===== config.mk =====
export PLATFORM = sky130hd
export DESIGN_NAME = interval_timer
export DESIGN_NICKNAME = d
export VERILOG_FILES = /design/src/logic/bt_pkg.sv /design/src/logic/interval_timer.sv
export VERILOG_INCLUDE_DIRS = /design/src /design/src/logic
export SDC_FILE = /design/constraint.sdc
export NUM_CORES = 1
export LEC_CHECK = 0
export BUFFER_PORTS_ARGS = -buffer_cell sky130_fd_sc_hd__buf_2
export CORE_ASPECT_RATIO = 0.5
export CORE_UTILIZATION = 54
export CTS_BUF_LIST = sky130_fd_sc_hd__clkbuf_8
export CTS_CLUSTER_DIAMETER = 40
export DETAILED_ROUTE_END_ITERATION = 8
export PLACE_DENSITY = 0.94
export REMOVE_ABC_BUFFERS = 1
export SYNTH_ARGS = -nofsm -noshare
export SYNTH_HDL_FRONTEND = slang
export SYNTH_SLANG_ARGS = --single-unit
export TNS_END_PERCENT = 5

===== constraint.sdc =====
create_clock -name CORE_CLK -period 4.2 [get_ports CORE_CLK]
set_clock_uncertainty 0.05 [all_clocks]
set_input_delay 1.26 -clock CORE_CLK [delete_from_list [all_inputs] [get_ports CORE_CLK]]
set_output_delay 1.26 -clock CORE_CLK [all_outputs]
set_load 0.05 [all_outputs]

===== src/logic/bt_params.svh =====
/*
  offsets, field positions and reset values for the interval timer.
  assumes it is included by its bare name from the design and bench files.
*/
`ifndef BT_PARAMS_SVH
`define BT_PARAMS_SVH

// register byte addresses (offsets are multiples of four: index * 4)
`define ISEL_INDEX 16'hfe5f
`define TCTL_INDEX 16'hfe7f
`define ISEL_ADDR 18'h3f97c
`define TCTL_ADDR 18'h3f9fc
`define STAT_ADDR 18'h00000
`define MASK_ADDR 18'h00004

// interval_timer_ctrl fields
`define FAST_BIT 7
`define RUN_BIT 6
`define P1HI_BIT 5
`define P1LO_BIT 4
`define IF1_BIT 3
`define IE1_BIT 2
`define IF0_BIT 1
`define IE0_BIT 0

// input_select_ctrl fields
`define SRCHI_BIT 5
`define SRCLO_BIT 4
`define BUZ_BIT 3

// reset values
`define TCTL_RST 8'h00
`define ISEL_RST 8'h00
`define IMASK_RST 2'h0

`endif


===== src/logic/bt_pkg.sv =====
/*
  types shared by the interval timer files.
  assumes the params header sits next to it.
*/
package bt_pkg;
  typedef enum logic [1:0] {
    SRC_SUB_A = 2'b00,
    SRC_CYCLE = 2'b01,
    SRC_SUB_B = 2'b10,
    SRC_PRESC = 2'b11
  } count_src_t;
endpackage


===== src/logic/interval_timer.sv =====
/*
  14-bit interval timer with buzzer and a small apb slave.
  holds:
  - an 8-bit up-counter cascaded into a 6-bit up-counter, with a
    fast mode that clocks the 6-bit stage straight from the count clock
  - a count clock selector over subclock, cycle clock and the timer 0
    prescaler output, turned into a one-cycle enable pulse
  - two sticky interrupt flags with programmable periods, one shared
    request output and a hold release output
  - a count clock over 16 buzzer, anded with the timer 1 high pwm level
  - two 8-bit control registers plus a status and a mask word, reached
    over apb with one wait state on every access
  assumes:
  - count clock sources arrive as levels synchronous to CORE_CLK and stay
    high and low for at least one CORE_CLK cycle each
  - COUNTER_CLEAR, HOLD_ACTIVE and HOLD_RUN_EN are synchronous levels
  - the apb master keeps address and data stable until PREADY
  - software clears the spurious flag 1 after rewriting the period bits
*/
`include "bt_params.svh"
`timescale 1ns/1ps
`default_nettype none
module interval_timer
  import bt_pkg::*;
(
  // clock and reset
  input wire logic CORE_CLK,
  input wire logic RST_B,
  // apb slave
  input wire logic PSEL,
  input wire logic PENABLE,
  input wire logic PWRITE,
  input wire logic [17:0] PADDR,
  input wire logic [31:0] PWDATA,
  output logic [31:0] PRDATA,
  output logic PREADY,
  output logic PSLVERR,
  // count clock sources
  input wire logic SUBCLK_IN,
  input wire logic CYCLE_CLK_IN,
  input wire logic PRESC_IN,
  // power and buzzer
  input wire logic HOLD_ACTIVE,
  input wire logic HOLD_RUN_EN,
  input wire logic TIMER1_HIGH_PWM,
  input wire logic COUNTER_CLEAR,
  output logic BUZZER_PORT_PIN,
  output logic IRQ_REQ,
  output logic HOLD_RELEASE,
  output logic IRQ
);
  logic [7:0] tctl_ff;
  logic [7:0] isel_ff;
  logic [1:0] imask_ff;
  logic [7:0] lo_ff;
  logic [5:0] hi_ff;
  logic [3:0] buzdiv_ff;
  logic src_ff;
  logic [31:0] prdata_ff;
  logic pready_ff;
  logic pslverr_ff;
  logic buzz_ff;
  logic irq_req_ff;
  logic hold_rel_ff;
  logic irq_ff;
  logic src_lvl;
  logic tick;
  logic running;
  logic lo_ovf;
  logic hi_tick;
  logic hi_ovf;
  logic set0;
  logic set1;
  logic p1_changed;
  logic wr_acc;
  logic rd_acc;
  logic [7:0] wbyte;
  logic [1:0] nxt_pend;
  count_src_t src_sel;
  logic isel_hit;
  logic tctl_hit;
  logic stat_hit;
  logic mask_hit;
  logic first_acc;
  logic [7:0] nxt_lo;
  logic [5:0] nxt_hi;
  logic [7:0] nxt_tctl;
  logic nxt_if1;
  logic nxt_if0;
  logic [7:0] nxt_isel;
  logic [1:0] nxt_imask;
  logic [31:0] nxt_prdata;
  logic nxt_pready;
  logic nxt_pslverr;
  logic nxt_buzz;
  logic buz_src;

  // address decode helper
  function automatic logic hit(input logic [17:0] a);
    hit = (a == `ISEL_ADDR) || (a == `TCTL_ADDR) ||
          (a == `STAT_ADDR) || (a == `MASK_ADDR);
  endfunction

  assign wr_acc = PSEL && PENABLE && PWRITE && pready_ff;
  assign rd_acc = PSEL && PENABLE && !PWRITE && pready_ff;
  assign wbyte = PWDATA[7:0];

  // register selects, shared by write and read paths
  assign isel_hit = (PADDR == `ISEL_ADDR);
  assign tctl_hit = (PADDR == `TCTL_ADDR);
  assign stat_hit = (PADDR == `STAT_ADDR);
  assign mask_hit = (PADDR == `MASK_ADDR);

  // count clock mux
  assign src_sel = count_src_t'({isel_ff[`SRCHI_BIT], isel_ff[`SRCLO_BIT]});
  always_comb begin
    unique case (src_sel)
      SRC_SUB_A: src_lvl = SUBCLK_IN;
      SRC_CYCLE: src_lvl = CYCLE_CLK_IN;
      SRC_SUB_B: src_lvl = SUBCLK_IN;
      SRC_PRESC: src_lvl = PRESC_IN;
    endcase
  end

  // rising edge of the count clock as enable
  always_ff @(posedge CORE_CLK) begin
    if (!RST_B) begin
      src_ff <= 1'b0;
    end else begin
      src_ff <= src_lvl;
    end
  end
  assign tick = src_lvl && !src_ff;

  // stop at zero when run bit clear; gated in hold
  assign running = (tctl_ff[`RUN_BIT] || (lo_ff != 8'h00) ||
                    (hi_ff != 6'h00)) &&
                   (!HOLD_ACTIVE || HOLD_RUN_EN);
  assign lo_ovf = tick && running && (lo_ff == 8'hff);
  // fast mode clocks the 6-bit stage straight from the count clock
  assign hi_tick = tctl_ff[`FAST_BIT] ? (tick && running) : lo_ovf;
  assign hi_ovf = hi_tick && (hi_ff == 6'h3f);
  assign set0 = hi_ovf;

  // flag 1 interval select
  always_comb begin
    unique case ({tctl_ff[`FAST_BIT], tctl_ff[`P1HI_BIT], tctl_ff[`P1LO_BIT]})
      3'b000, 3'b100: set1 = tick && running && (lo_ff[4:0] == 5'h1f);
      3'b001, 3'b101: set1 = tick && running && (lo_ff[6:0] == 7'h7f);
      3'b010: set1 = hi_tick && (hi_ff[0] == 1'b1); // 512 counts
      3'b011: set1 = hi_tick && (hi_ff[2:0] == 3'h7); // 2048 counts
      3'b110: set1 = tick && running && (hi_ff[0] == 1'b1);
      3'b111: set1 = tick && running && (hi_ff[2:0] == 3'h7);
    endcase
  end

  // period bits rewrite may raise flag 1
  assign p1_changed = wr_acc && (PADDR == `TCTL_ADDR) &&
    (wbyte[`P1HI_BIT:`P1LO_BIT] != tctl_ff[`P1HI_BIT:`P1LO_BIT]);

  // counter stages: next values
  always_comb begin
    nxt_lo = lo_ff;
    nxt_hi = hi_ff;
    if (COUNTER_CLEAR) begin
      nxt_lo = 8'h00;
      nxt_hi = 6'h00;
    end else begin
      if (tick && running) begin
        nxt_lo = lo_ff + 8'h01;
      end
      if (hi_tick) begin
        nxt_hi = hi_ff + 6'h01;
      end
    end
  end

  // 8-bit stage
  always_ff @(posedge CORE_CLK) begin
    if (!RST_B) begin
      lo_ff <= 8'h00;
    end else begin
      lo_ff <= nxt_lo;
    end
  end

  // 6-bit stage
  always_ff @(posedge CORE_CLK) begin
    if (!RST_B) begin
      hi_ff <= 6'h00;
    end else begin
      hi_ff <= nxt_hi;
    end
  end

  // buzzer divider: one toggle per eight ticks gives count clock / 16
  always_ff @(posedge CORE_CLK) begin
    if (!RST_B) begin
      buzdiv_ff <= 4'h0;
    end else if (tick) begin
      buzdiv_ff <= buzdiv_ff + 4'h1;
    end
  end

  // flag next values; a set in the same cycle as a clear wins
  always_comb begin
    nxt_if1 = tctl_ff[`IF1_BIT];
    nxt_if0 = tctl_ff[`IF0_BIT];
    if (wr_acc && tctl_hit) begin
      // control write: a zero clears, a one keeps
      nxt_if1 = tctl_ff[`IF1_BIT] && wbyte[`IF1_BIT];
      nxt_if0 = tctl_ff[`IF0_BIT] && wbyte[`IF0_BIT];
    end else if (wr_acc && stat_hit) begin
      // status write: a one clears
      nxt_if1 = tctl_ff[`IF1_BIT] && !PWDATA[1];
      nxt_if0 = tctl_ff[`IF0_BIT] && !PWDATA[0];
    end
    if (set1 || p1_changed) begin
      nxt_if1 = 1'b1;
    end
    if (set0) begin
      nxt_if0 = 1'b1;
    end
  end

  // control register next value
  always_comb begin
    nxt_tctl = tctl_ff;
    if (wr_acc && tctl_hit) begin
      nxt_tctl[7:4] = wbyte[7:4];
      nxt_tctl[`IE1_BIT] = wbyte[`IE1_BIT];
      nxt_tctl[`IE0_BIT] = wbyte[`IE0_BIT];
    end
    nxt_tctl[`IF1_BIT] = nxt_if1;
    nxt_tctl[`IF0_BIT] = nxt_if0;
  end

  // control register
  always_ff @(posedge CORE_CLK) begin
    if (!RST_B) begin
      tctl_ff <= `TCTL_RST;
    end else begin
      tctl_ff <= nxt_tctl;
    end
  end

  // input select and mask next values
  always_comb begin
    nxt_isel = isel_ff;
    nxt_imask = imask_ff;
    if (wr_acc && isel_hit) begin
      nxt_isel = wbyte;
    end
    if (wr_acc && mask_hit) begin
      nxt_imask = PWDATA[1:0];
    end
  end

  // input select register
  always_ff @(posedge CORE_CLK) begin
    if (!RST_B) begin
      isel_ff <= `ISEL_RST;
    end else begin
      isel_ff <= nxt_isel;
    end
  end

  // interrupt mask register
  always_ff @(posedge CORE_CLK) begin
    if (!RST_B) begin
      imask_ff <= `IMASK_RST;
    end else begin
      imask_ff <= nxt_imask;
    end
  end

  // apb answer next values: one wait state, then ready for one cycle
  always_comb begin
    first_acc = PSEL && PENABLE && !pready_ff;
    nxt_pready = first_acc;
    nxt_pslverr = first_acc && !hit(PADDR);
    nxt_prdata = 32'h00000000;
    if (first_acc && !PWRITE) begin
      if (isel_hit) begin
        nxt_prdata = {24'h000000, isel_ff};
      end else if (tctl_hit) begin
        nxt_prdata = {24'h000000, tctl_ff};
      end else if (stat_hit) begin
        nxt_prdata = {30'h0, tctl_ff[`IF1_BIT], tctl_ff[`IF0_BIT]};
      end else if (mask_hit) begin
        nxt_prdata = {30'h0, imask_ff};
      end
    end
  end

  // apb answer registers; refused reads return zero
  always_ff @(posedge CORE_CLK) begin
    if (!RST_B) begin
      pready_ff <= 1'b0;
      pslverr_ff <= 1'b0;
      prdata_ff <= 32'h00000000;
    end else begin
      pready_ff <= nxt_pready;
      pslverr_ff <= nxt_pslverr;
      prdata_ff <= nxt_prdata;
    end
  end

  // request, wake and interrupt outputs
  assign nxt_pend = {tctl_ff[`IF1_BIT] && tctl_ff[`IE1_BIT],
                     tctl_ff[`IF0_BIT] && tctl_ff[`IE0_BIT]};
  assign buz_src = isel_ff[`BUZ_BIT] ? buzdiv_ff[3] : 1'b1;
  assign nxt_buzz = buz_src && TIMER1_HIGH_PWM;

  // shared interrupt request
  always_ff @(posedge CORE_CLK) begin
    if (!RST_B) begin
      irq_req_ff <= 1'b0;
    end else begin
      irq_req_ff <= |nxt_pend;
    end
  end

  // hold release follows the same request
  always_ff @(posedge CORE_CLK) begin
    if (!RST_B) begin
      hold_rel_ff <= 1'b0;
    end else begin
      hold_rel_ff <= |nxt_pend;
    end
  end

  // masked status interrupt
  always_ff @(posedge CORE_CLK) begin
    if (!RST_B) begin
      irq_ff <= 1'b0;
    end else begin
      irq_ff <= |({tctl_ff[`IF1_BIT], tctl_ff[`IF0_BIT]} & imask_ff);
    end
  end

  // buzzer pin, idle high
  always_ff @(posedge CORE_CLK) begin
    if (!RST_B) begin
      buzz_ff <= 1'b1;
    end else begin
      buzz_ff <= nxt_buzz;
    end
  end

  assign PRDATA = prdata_ff;
  assign PREADY = pready_ff;
  assign PSLVERR = pslverr_ff;
  assign BUZZER_PORT_PIN = buzz_ff;
  assign IRQ_REQ = irq_req_ff;
  assign HOLD_RELEASE = hold_rel_ff;
  assign IRQ = irq_ff;
endmodule
`default_nettype wire


[After elaboration in Yosys (flattened, before gate mapping)]
Cells that the tools add are included.
Widths: inputs -> output; s select.
Cells by class
  equality and inequality tests: 19
  reduce and logical (&&, ||, !) cells: 58
  muxes and demuxes: 14
  $add $sub $neg: 3
  bitwise gates (word level): 3
Operators with widths (number)
  $eq 18x18->1 const B: 2
  $logic_and 1x1->1: 29
  $eq 18x3->1 const B: 1
  $logic_not 18->1: 1
  $mux 8: 2
  $eq 3x3->1 const B: 5
  $reduce_or 2->1: 6
  $add 8x1->8 const B: 1
  $eq 8x8->1 const B: 1
  $mux 1: 8
  $reduce_bool 8->1: 1
  $eq 7x7->1 const B: 1
  $logic_not 1->1: 7
  $logic_or 1x1->1: 7
  $add 6x1->6 const B: 1
  $eq 3x2->1 const B: 2
  $eq 6x6->1 const B: 1
  $pmux 1 s6: 1
  $reduce_bool 3->1: 2
  $reduce_bool 6->1: 1
  $eq 5x5->1 const B: 1
  $reduce_or 5->1: 1
  $add 4x1->4 const B: 1
  $eq 2x2->1 const B: 2
  10 further kinds: 12
Storage, ports and cells
  input port bits: 62
  output and inout port bits: 38
  register bits: 74
  word-level logic and storage cells: 113

[Logic depth before layout (Yosys ltp)]
Gate-level depths: netlist (run 1).
  depth in word-level cells: 11
  gate-level depth with buffers: 7
  mapped depth without buffers: 7

[Least setup slack after synthesis (run 1)]
OpenSTA, ideal clock, no wires.
  path type: input port to flip-flop
  from: input port PRESC_IN
  to: register lo_ff[5]
  setup slack: 1.379 ns
  library setup time: 0.070 ns
  path buffers: 0
  stages on the path: 5
  data required time: 4.080 ns
  arrival time: 2.701 ns
  path through: mux2i_1 -> a211oi_4 -> nand3_2 -> or4_1 -> a21oi_1
Between the ends
  longest elaborated chain between the ends: 3
Ends and longest elaborated chain
  from (decl): RTL line interval_timer.sv:41  | input wire logic PRESC_IN,
  $pmux 1 s3: RTL line interval_timer.sv:117  | unique case (src_sel)
  $logic_and 1x1->1: RTL line interval_timer.sv:133  | assign tick = src_lvl && !src_ff;
  $logic_and 1x1->1: RTL line interval_timer.sv:169  | if (tick && running) begin
  to (signal assigned): RTL line interval_timer.sv:183  | lo_ff <= nxt_lo;
  to (decl): RTL line interval_timer.sv:55  | logic [7:0] lo_ff;
No other way between the ends.
A chain may end at the register's enable or synchronous reset.

[Worst setup path after layout (run 1)]
  from: input port CYCLE_CLK_IN
  to: register lo_ff[5]
Between the ends
  longest elaborated chain between the ends: 3
Ends and longest elaborated chain
  from (decl): RTL line interval_timer.sv:40  | input wire logic CYCLE_CLK_IN,
  $pmux 1 s3: RTL line interval_timer.sv:117
  $logic_and 1x1->1: RTL line interval_timer.sv:133
  $logic_and 1x1->1: RTL line interval_timer.sv:169
No other way between the ends.

==> flow_metrics.tcl, run 1 <==
set metrics [dict create \
    synth.mux.area_fraction_pct 9.50 \
    dp_hpwl_um 4020 \
    grt_pass1_wl_um 8950 \
    synth_edf_count 0 \
    start_util_pct 59.7 \
    syn-instance-count 282 \
    die-area_um2 4870 \
    synth-compound-area-share_pct 9.40 \
    async_flop_share_pct 0 \
    post_cts_buffers 0 \
    arrival_ns 3.04 \
    synth_top_family_by_area "simple AND/OR/NAND/NOR gates" \
    period_needed_ns 2.86 \
    cp-start-kind "input pin" \
    met1_usage_pct 26.5 \
    layout.nets 401 \
    synth_largest_area_cell "dfxtp_1" \
    dr.first_iter.drc_count 131 \
    power.leakage_uw 0.00120 \
    pre_cts_ws_ns 1.04 \
    finalSetupTns_ns 0 \
    dr.pass1.iters 7 \
    htreeDepth 2 \
    syn_area_per_cell_um2 8.78 \
    finalPower_uw 881 \
    outcome "finished, violations left" \
    end_kind "register" \
    clk_pin_slew_ns 0.09 \
    ys.flop_type "dfxtp_1" \
    final_util_pct 66.8 \
    critPathKind "in -> reg" \
    synth_fa_ha_area_share_pct 3.54 \
    via_per_inst 5.68 \
    synthesis.area_um2 2470 \
    cts_sinks 50 \
    clock.fmax_mhz 350 \
    wire_per_inst_um 14.2 \
    die_x_um 97.7 \
    hold_viol_final 0 \
    cts-resized-gates 0 \
    antenna_left 0 \
    row_count 16 \
    grtUsageTotal_pct 23.5 \
    grt_max_degree 25 \
    synth_area_leaders "dfxtp_1 40%, mux2i_1 7.7%, buf_4 7.6%, nor2_1 5.5%, nand3_1 3.8%" \
    use_met3_pct 6.95 \
    cts-root-buf "clkbuf_8" \
    synthDistinctLibCells 40 \
    fin_crit_sh_pct 68.1 \
    setup_viol 0 \
    fin_area_um2 2770 \
    busiest_layer "met2" \
    yosys.area_share.simple_pct 23.9 \
    power_density_nw_per_um2 318 \
    overflow 0 \
    ys_ff_latch 50 \
    insertion_delay_ns 0.31 \
    syn2layout_area_growth_pct 11.9 \
    violations "DRC" \
    routed_wl_um 5500 \
    cts_buffers 5 \
    post-route-drc-count 10 \
    vias 2200 \
    cp_max_fo 10 \
    grt_pass1_vias 2018 \
    max-cap-violations 0 \
    die_h_um 49.9 \
    cts_tree "built" \
    synth_top_area_share_pct 40.4 \
    cp.required_ns 4.38 \
    drv_slew 0 \
    ios 100 \
    worst_slack_ns 1.34 \
    rsz0062_at_grt "false" \
    holdBufCountCts 0 \
    antenna_found_initial 0 \
    gp_congestion 0.851 \
    yosysWarnings 0 \
    relSlewSlack_pct 49.7 \
    drive_above_1_share_pct 20.1 \
    synth-xor-area-share_pct 3.19 \
    clock_path_buffers 2 \
    n_antenna_cell 0 \
    gr-usage-met2_pct 43.5 \
    ys_seq_area_share_pct 40.4 \
    portBuffers 51 \
    placed_area_um2 2670 \
    hold_path_class "reg -> reg" \
    core_area_um2 4140 \
    ir_drop_uv 150 \
    worst_slew_pin_slew_ns 0.754 \
]
==> where the power goes <==
part,internal [uW],switching [uW],leakage [uW]
registers,477,2.69,0.000404
clock network,133,165,0.0000472
logic,22.5,81.3,0.000746
total,633,249,0.00120
==> final cells by class <==
class,count,area [um^2]
clock buffer,6,82.6
multi-input combinational,215,1320
tap,54,67.6
sequential,50,1000
clock inverter,2,12.5
timing repair buffer,51,255
inverter,9,33.8
fill,316,1380
==> sequential cells by signal, indices dropped and copies added, names as in the netlist, 2 cells and up <==
register   count
PRDATA         8
buzdiv_ff      4
hi_ff          6
imask_ff       2
isel_ff        8
lo_ff          8
tctl_ff        8
==> through the flow <==
step           cells  hold WS, ns
5_1_grt          387        0.424
6_report         387        0.408
2_1_floorplan    274        0.379
4_1_cts          387        0.407
3_5_place_dp     379        0.394
3_3_place_gp     379        0.385
==> worst max-delay path, stage by stage <==
cell	delay, ns
buf_2	0.09
mux2i_1	0.12
a211oi_4	0.53
nand3_2	0.30
or4_1	0.58
a21oi_1	0.16
==> synthesized netlist by cell type, types with 5 or more instances <==
master     n
nand2_1   20
a21oi_1   15
nand4_1    8
o21ai_0    6
or4_1      5
inv_1      9
nand3_1   19
nor4_1     5
mux2i_1   19
ha_1       7
dfxtp_1   50
nor3_1     5
buf_4     25
xnor2_1    6
nor2_1    36
clkbuf_1   5
==> layer usage <==
layer | wire length, um | up-vias
met5 | 0 | -
met4 | 62 | 0
met3 | 449 | 9
met2 | 2720 | 108
met1 | 2260 | 1034
li1 | - | 1049
==> final timing paths <==
| kind | start | end | slack, ns | cells after the start |
|---|---|---|---|---|
| max reg2reg | isel_ff[5]$_SDFFE_PN0P_ | lo_ff[5]$_SDFFE_PP0P_ | 1.97 | 5 |
| min reg2reg | isel_ff[0]$_SDFFE_PN0P_ | isel_ff[0]$_SDFFE_PN0P_ | 0.41 | 2 |
| max | CYCLE_CLK_IN | lo_ff[5]$_SDFFE_PP0P_ | 1.34 | 6 |
| min | isel_ff[0]$_SDFFE_PN0P_ | isel_ff[0]$_SDFFE_PN0P_ | 0.41 | 2 |
==> logic make-up after synthesis <==
family          count (synthesis)
fa+ha+maj                       7
other cells                     1
buf+inv                        40
mux                            23
compound gates                 36
flops                          50
xor+xnor                        9
simple gates                  116
==> placed cells by master, fill, tap and decap left out, drive strengths merged, types with 2 or more instances in the layout <==
cell type,n
a211oi,4
a21oi,15
a22oi,4
and2,2
and3,2
buf,51
clkbuf,6
conb,24
dfxtp,50
ha,7
inv,9
mux2,4
mux2i,19
nand2,20
nand2b,2
nand3,20
nand4,9
nor2,36
nor3,5
nor4,5
o21ai,6
o31ai,3
or3,5
or4,5
xnor2,6
xor2,3
(Power assumes the default switching activity.)
==> run 2, diff against run 1 <==
- CORE_UTILIZATION: 54 -> 50
- PLACE_DENSITY: 0.94 -> 0.88
- clock period: 4.2 -> 3 ns (I/O delays scaled with it)
==> flow_metrics.tcl, run 2 (synthesis results as in run 1) <==
set metrics [dict create \
    layout.nets 404 \
    multi_input_area_um2 1320 \
    grt_pass1_vias 2054 \
    p_int_uw 870 \
    die_h_um 51.8 \
    finalSetupTns_ns 0 \
    period_needed_ns 2.46 \
    relSlewSlack_pct 61.9 \
    clock.fmax_mhz 406 \
    worst_slack_ns 0.539 \
    wire_per_inst_um 14.0 \
    end_kind "register" \
    hold_path_class "reg -> reg" \
    die-area_um2 5250 \
    start_util_pct 54.1 \
    antenna_left 0 \
    via_per_inst 5.60 \
    p_sw_uw 358 \
    cp-start-kind "input pin" \
    grtUsageTotal_pct 22.7 \
    overflow 0 \
    final_common_cell "buf_2" \
    cp_max_fo 8 \
    max-cap-violations 0 \
    htreeDepth 2 \
    clock_path_buffers 2 \
    vias 2252 \
    drive_above_1_share_pct 20.8 \
    power_frac_comb_pct 12.0 \
    gp_congestion 0.851 \
    cts_buffers 5 \
    dp_hpwl_um 4010 \
    outcome "finished, final reports clean" \
    power_density_nw_per_um2 438 \
    post-route-drc-count 0 \
    pre_cts_ws_ns 0.251 \
    critPathKind "in -> reg" \
    insertion_delay_ns 0.31 \
    drv_slew 0 \
    worst_slew_pin_slew_ns 0.571 \
    core_area_um2 4570 \
    row_count 17 \
    ir_drop_uv 209 \
    p_seq_share_pct 54.7 \
    ios 100 \
    routed_wl_um 5630 \
    arrival_ns 2.61 \
    setup_viol 0 \
    syn2layout_area_growth_pct 13.3 \
    fin_crit_sh_pct 82.0 \
    p_clk_share_pct 33.3 \
    placed_area_um2 2710 \
    fillerInstances 386 \
    cts_tree "built" \
    cts-resized-gates 0 \
    sw_frac_of_total_pct 29.1 \
    seq_area_um2 1000 \
    cts_sinks 50 \
    dr.first_iter.drc_count 139 \
    portBuffers 51 \
    holdBufCountCts 0 \
    clk_pin_slew_ns 0.10 \
    cts-root-buf "clkbuf_8" \
    most-common-layout-cells "51 x buf_2, 50 x dfxtp_1, 36 x nor2_1" \
    rsz0062_at_grt "false" \
    die_x_um 101 \
    post_cts_buffers 0 \
    dr.pass1.iters 6 \
    fin_area_um2 2810 \
    hold_viol_final 0 \
    fin_hold_ws_ns 0.412 \
    antenna_found_initial 0 \
    grt_max_degree 22 \
    grt_pass1_wl_um 9030 \
    cp.required_ns 3.15 \
    power.leakage_uw 0.00121 \
    n_antenna_cell 0 \
]
## run 2: changes by cell type in the layout (fill, tap and decap cells not counted), sizes merged
| cell | delta |
|---|---|
| buf | +3 |
| inv | +1 |
| clkbuf | -1 |
## run 2: through the flow
stage,total power [uW],cells,util (%)
4_1_cts,1230,402,61.3
6_report,1230,402,61.3
3_5_place_dp,832,394,59.3
5_1_grt,1270,402,61.3
2_1_floorplan,785,274,-
3_3_place_gp,829,394,59.3
## run 2: final timing paths
check | from | to | slack (ns) | cells after the start
setup / recovery | PADDR[9] | isel_ff[5]$_SDFFE_PN0P_ | 0.54 | 6
hold / removal | isel_ff[2]$_SDFFE_PN0P_ | isel_ff[2]$_SDFFE_PN0P_ | 0.41 | 2
setup reg to reg | hi_ff[0]$_SDFFE_PP0P_ | tctl_ff[3]$_SDFFE_PN0P_ | 0.86 | 7
hold reg to reg | isel_ff[2]$_SDFFE_PN0P_ | isel_ff[2]$_SDFFE_PN0P_ | 0.41 | 2
## run 2: layout make-up
cell class | instances | area share, %
sequential | 50 | 35.7
timing repair buffer | 54 | 9.90
tap | 66 | 2.94
clock inverter | 3 | 0.892
multi-input combinational | 215 | 46.9
inverter | 9 | 1.20
clock buffer | 5 | 2.45
## run 2: power by group through the flow
stage / logic, uW / clock network, uW / registers, uW
2_1_floorplan: 92.3 / 0 / 693
3_3_place_gp: 142 / 0 / 687
3_5_place_dp: 145 / 0 / 687
4_1_cts: 145 / 415 / 672
5_1_grt: 154 / 447 / 673
6_report: 147 / 409 / 672
## run 2: metal layers
| layer | wire [um] | global-route usage, % | vias up |
|---|---|---|---|
| met5 | 0 | 0 | - |
| met3 | 437 | 6.05 | 15 |
| met4 | 108 | 10.6 | 0 |
| met1 | 2310 | 25.8 | 1067 |
| met2 | 2780 | 40.6 | 116 |
| li1 | - | - | 1054 |
## run 2: worst max-delay path, cell delays in order
cell	delay, ns
buf_2	0.10
or4_1	0.52
nor3_1	0.33
nand3_1	0.42
mux2i_1	0.28
nor2_1	0.06
==> run 3, diff against run 2 <==
- ABC_AREA: unset -> 1
- CORE_UTILIZATION: 50 -> 51
- clock period: 3 -> 2.5 ns (I/O delays scaled with it)
==> flow_metrics.tcl, run 3 <==
set metrics [dict create \
    finalSetupTns_ns 0 \
    relSlewSlack_pct 59.4 \
    core_area_um2 5070 \
    row_count 18 \
    arrival_ns 1.97 \
    max-cap-violations 0 \
    placed_area_um2 2980 \
    r2r_end "hi_ff[2]$_SDFFE_PP0P_" \
    setup_viol 0 \
    insertion_delay_ns 0.31 \
    post_cts_buffers 0 \
    synthDistinctLibCells 35 \
    seq_area_um2 1000 \
    hold-path-cell-count 2 \
    die-area_um2 5730 \
    cp.required_ns 2.65 \
    rr_worst_depth 10 \
    startpoint "PADDR[9]" \
    synth_common_cells "72 x nand2_1, 50 x dfxtp_1, 38 x a21oi_1" \
    synthesis.area_um2 2760 \
    synth_largest_area_cell "dfxtp_1" \
    syn2layout_area_growth_pct 12.1 \
    holdBufCountCts 0 \
    die_x_um 106 \
    die_h_um 54.0 \
    ys_ff_latch 50 \
    synth_top_area_share_pct 36.3 \
    final_common_cell "nand2_1" \
    fin_crit_sh_pct 72.8 \
    portBuffers 51 \
    r2r-start "hi_ff[0]$_SDFFE_PP0P_" \
    synth_area_leaders "dfxtp_1 36%, nand2_1 9.8%, a21oi_1 6.9%, buf_4 6.8%, inv_1 5.0%" \
    cts-resized-gates 0 \
    wire_per_inst_um 11.3 \
    grt_max_degree 22 \
    period_needed_ns 1.82 \
    start_util_pct 54.4 \
    drive_above_1_share_pct 20.8 \
    routed_wl_um 5690 \
    hold_viol_final 0 \
    grt_pass1_vias 2137 \
    cts-root-buf "clkbuf_8" \
    power_density_nw_per_um2 511 \
    syn_area_per_cell_um2 7.30 \
    ys.flop_type "dfxtp_1" \
    grtUsageTotal_pct 20.0 \
    dp_hpwl_um 4370 \
    layout.nets 500 \
    clock.fmax_mhz 550 \
    dr.pass1.iters 4 \
    end_kind "register" \
    ir_drop_uv 273 \
    fin_area_um2 3090 \
    drv_slew 0 \
    clk_pin_slew_ns 0.09 \
    synth_edf_count 0 \
    outcome "finished, final reports clean" \
    antenna_left 0 \
    rsz0062_at_grt "false" \
    htreeDepth 2 \
    post-route-drc-count 0 \
    dr.first_iter.drc_count 132 \
    multi_input_area_um2 1450 \
    overflow 0 \
    antenna_found_initial 0 \
    cts_tree "built" \
    fillerInstances 448 \
    syn-instance-count 378 \
    cp_max_fo 5 \
    cts_sinks 50 \
    via_per_inst 5.02 \
    yosysWarnings 0 \
    async_flop_share_pct 0 \
    ys_seq_area_share_pct 36.3 \
    worst_slew_pin_slew_ns 0.607 \
    critPathKind "in -> reg" \
    hold_start "buzdiv_ff[2]$_SDFFE_PN0P_" \
    clock_path_buffers 2 \
    cp-start-kind "input pin" \
    hold_path_class "reg -> reg" \
    cts_buffers 5 \
    most-common-layout-cells "72 x nand2_1, 51 x buf_2, 50 x dfxtp_1" \
    grt_pass1_wl_um 9070 \
    vias 2522 \
    n_antenna_cell 0 \
    hold_end "buzdiv_ff[2]$_SDFFE_PN0P_" \
    ios 100 \
    synth.most_common_cell "nand2_1" \
    r2r_setup_slack_ns 0.73 \
    power.leakage_uw 0.00135 \
    gp_congestion 0.875 \
]
run 3: layout make-up:
class,count,area share [%]
multi-input cells,278,47.0
flip-flops and latches,50,32.4
repair buffers,53,8.74
inverters,43,5.26
well taps,70,2.83
clock buffers,5,2.22
clock inverters,3,1.58
run 3: power breakdown:
group / internal (uW) / switching [uW]
sequential: 802 / 3.84
clock: 305 / 286
combinational: 39.8 / 143
total: 1150 / 433
run 3: through the flow:
stage	hold WS (ns)	std cells	setup slack, ns	utilization [%]	total power, uW
detailed placement	0.403	494	0.395	58.7	1010
global route	0.441	502	0.555	61.0	1630
finish	0.423	502	0.680	61.0	1580
global placement	0.394	494	0.436	58.7	1000
CTS	0.422	502	0.710	61.0	1590
floorplan	0.385	371	0.699	-	952
run 3: metal layers:
layer	vias to the layer above	share of wire (%)	track usage (%)
li1	1285	-	-
met1	1133	45	24.0
met2	99	47	38.2
met3	5	7.8	4.60
met4	0	0.67	3.47
met5	-	0	0
run 3: logic make-up (layout without fill, tap and decap cells):
logic type      after synthesis  after routing  share of synthesized area (%)
buf+inv                      73            104                           14.1
fa+ha+maj                     7              7                           3.17
flops                        50             50                           36.3
xor+xnor                      6              6                           1.90
compound gates               73             73                           14.1
simple gates                168            168                           30.2
other cells                   1             24                          0.136
run 3: worst max-delay path, cell delays in order:
cell,delay [ns]
buf_2,0.10
nor2_1,0.16
nand2_1,0.10
nor2_1,0.14
nand3_1,0.14
nor2_1,0.29
nand4_1,0.13
nand2_1,0.10
a21oi_1,0.06
run 3: worst max-delay path by stage:
stage / endpoint / cells past startpoint
floorplan: hi_ff[2]$_SDFFE_PP0P_ / 9
global placement: hi_ff[2]$_SDFFE_PP0P_ / 10
detailed placement: tctl_ff[1]$_SDFFE_PN0P_ / 9
CTS: tctl_ff[1]$_SDFFE_PN0P_ / 9
global route: PRDATA[0]$_SDFF_PN0_ / 9
finish: tctl_ff[1]$_SDFFE_PN0P_ / 9
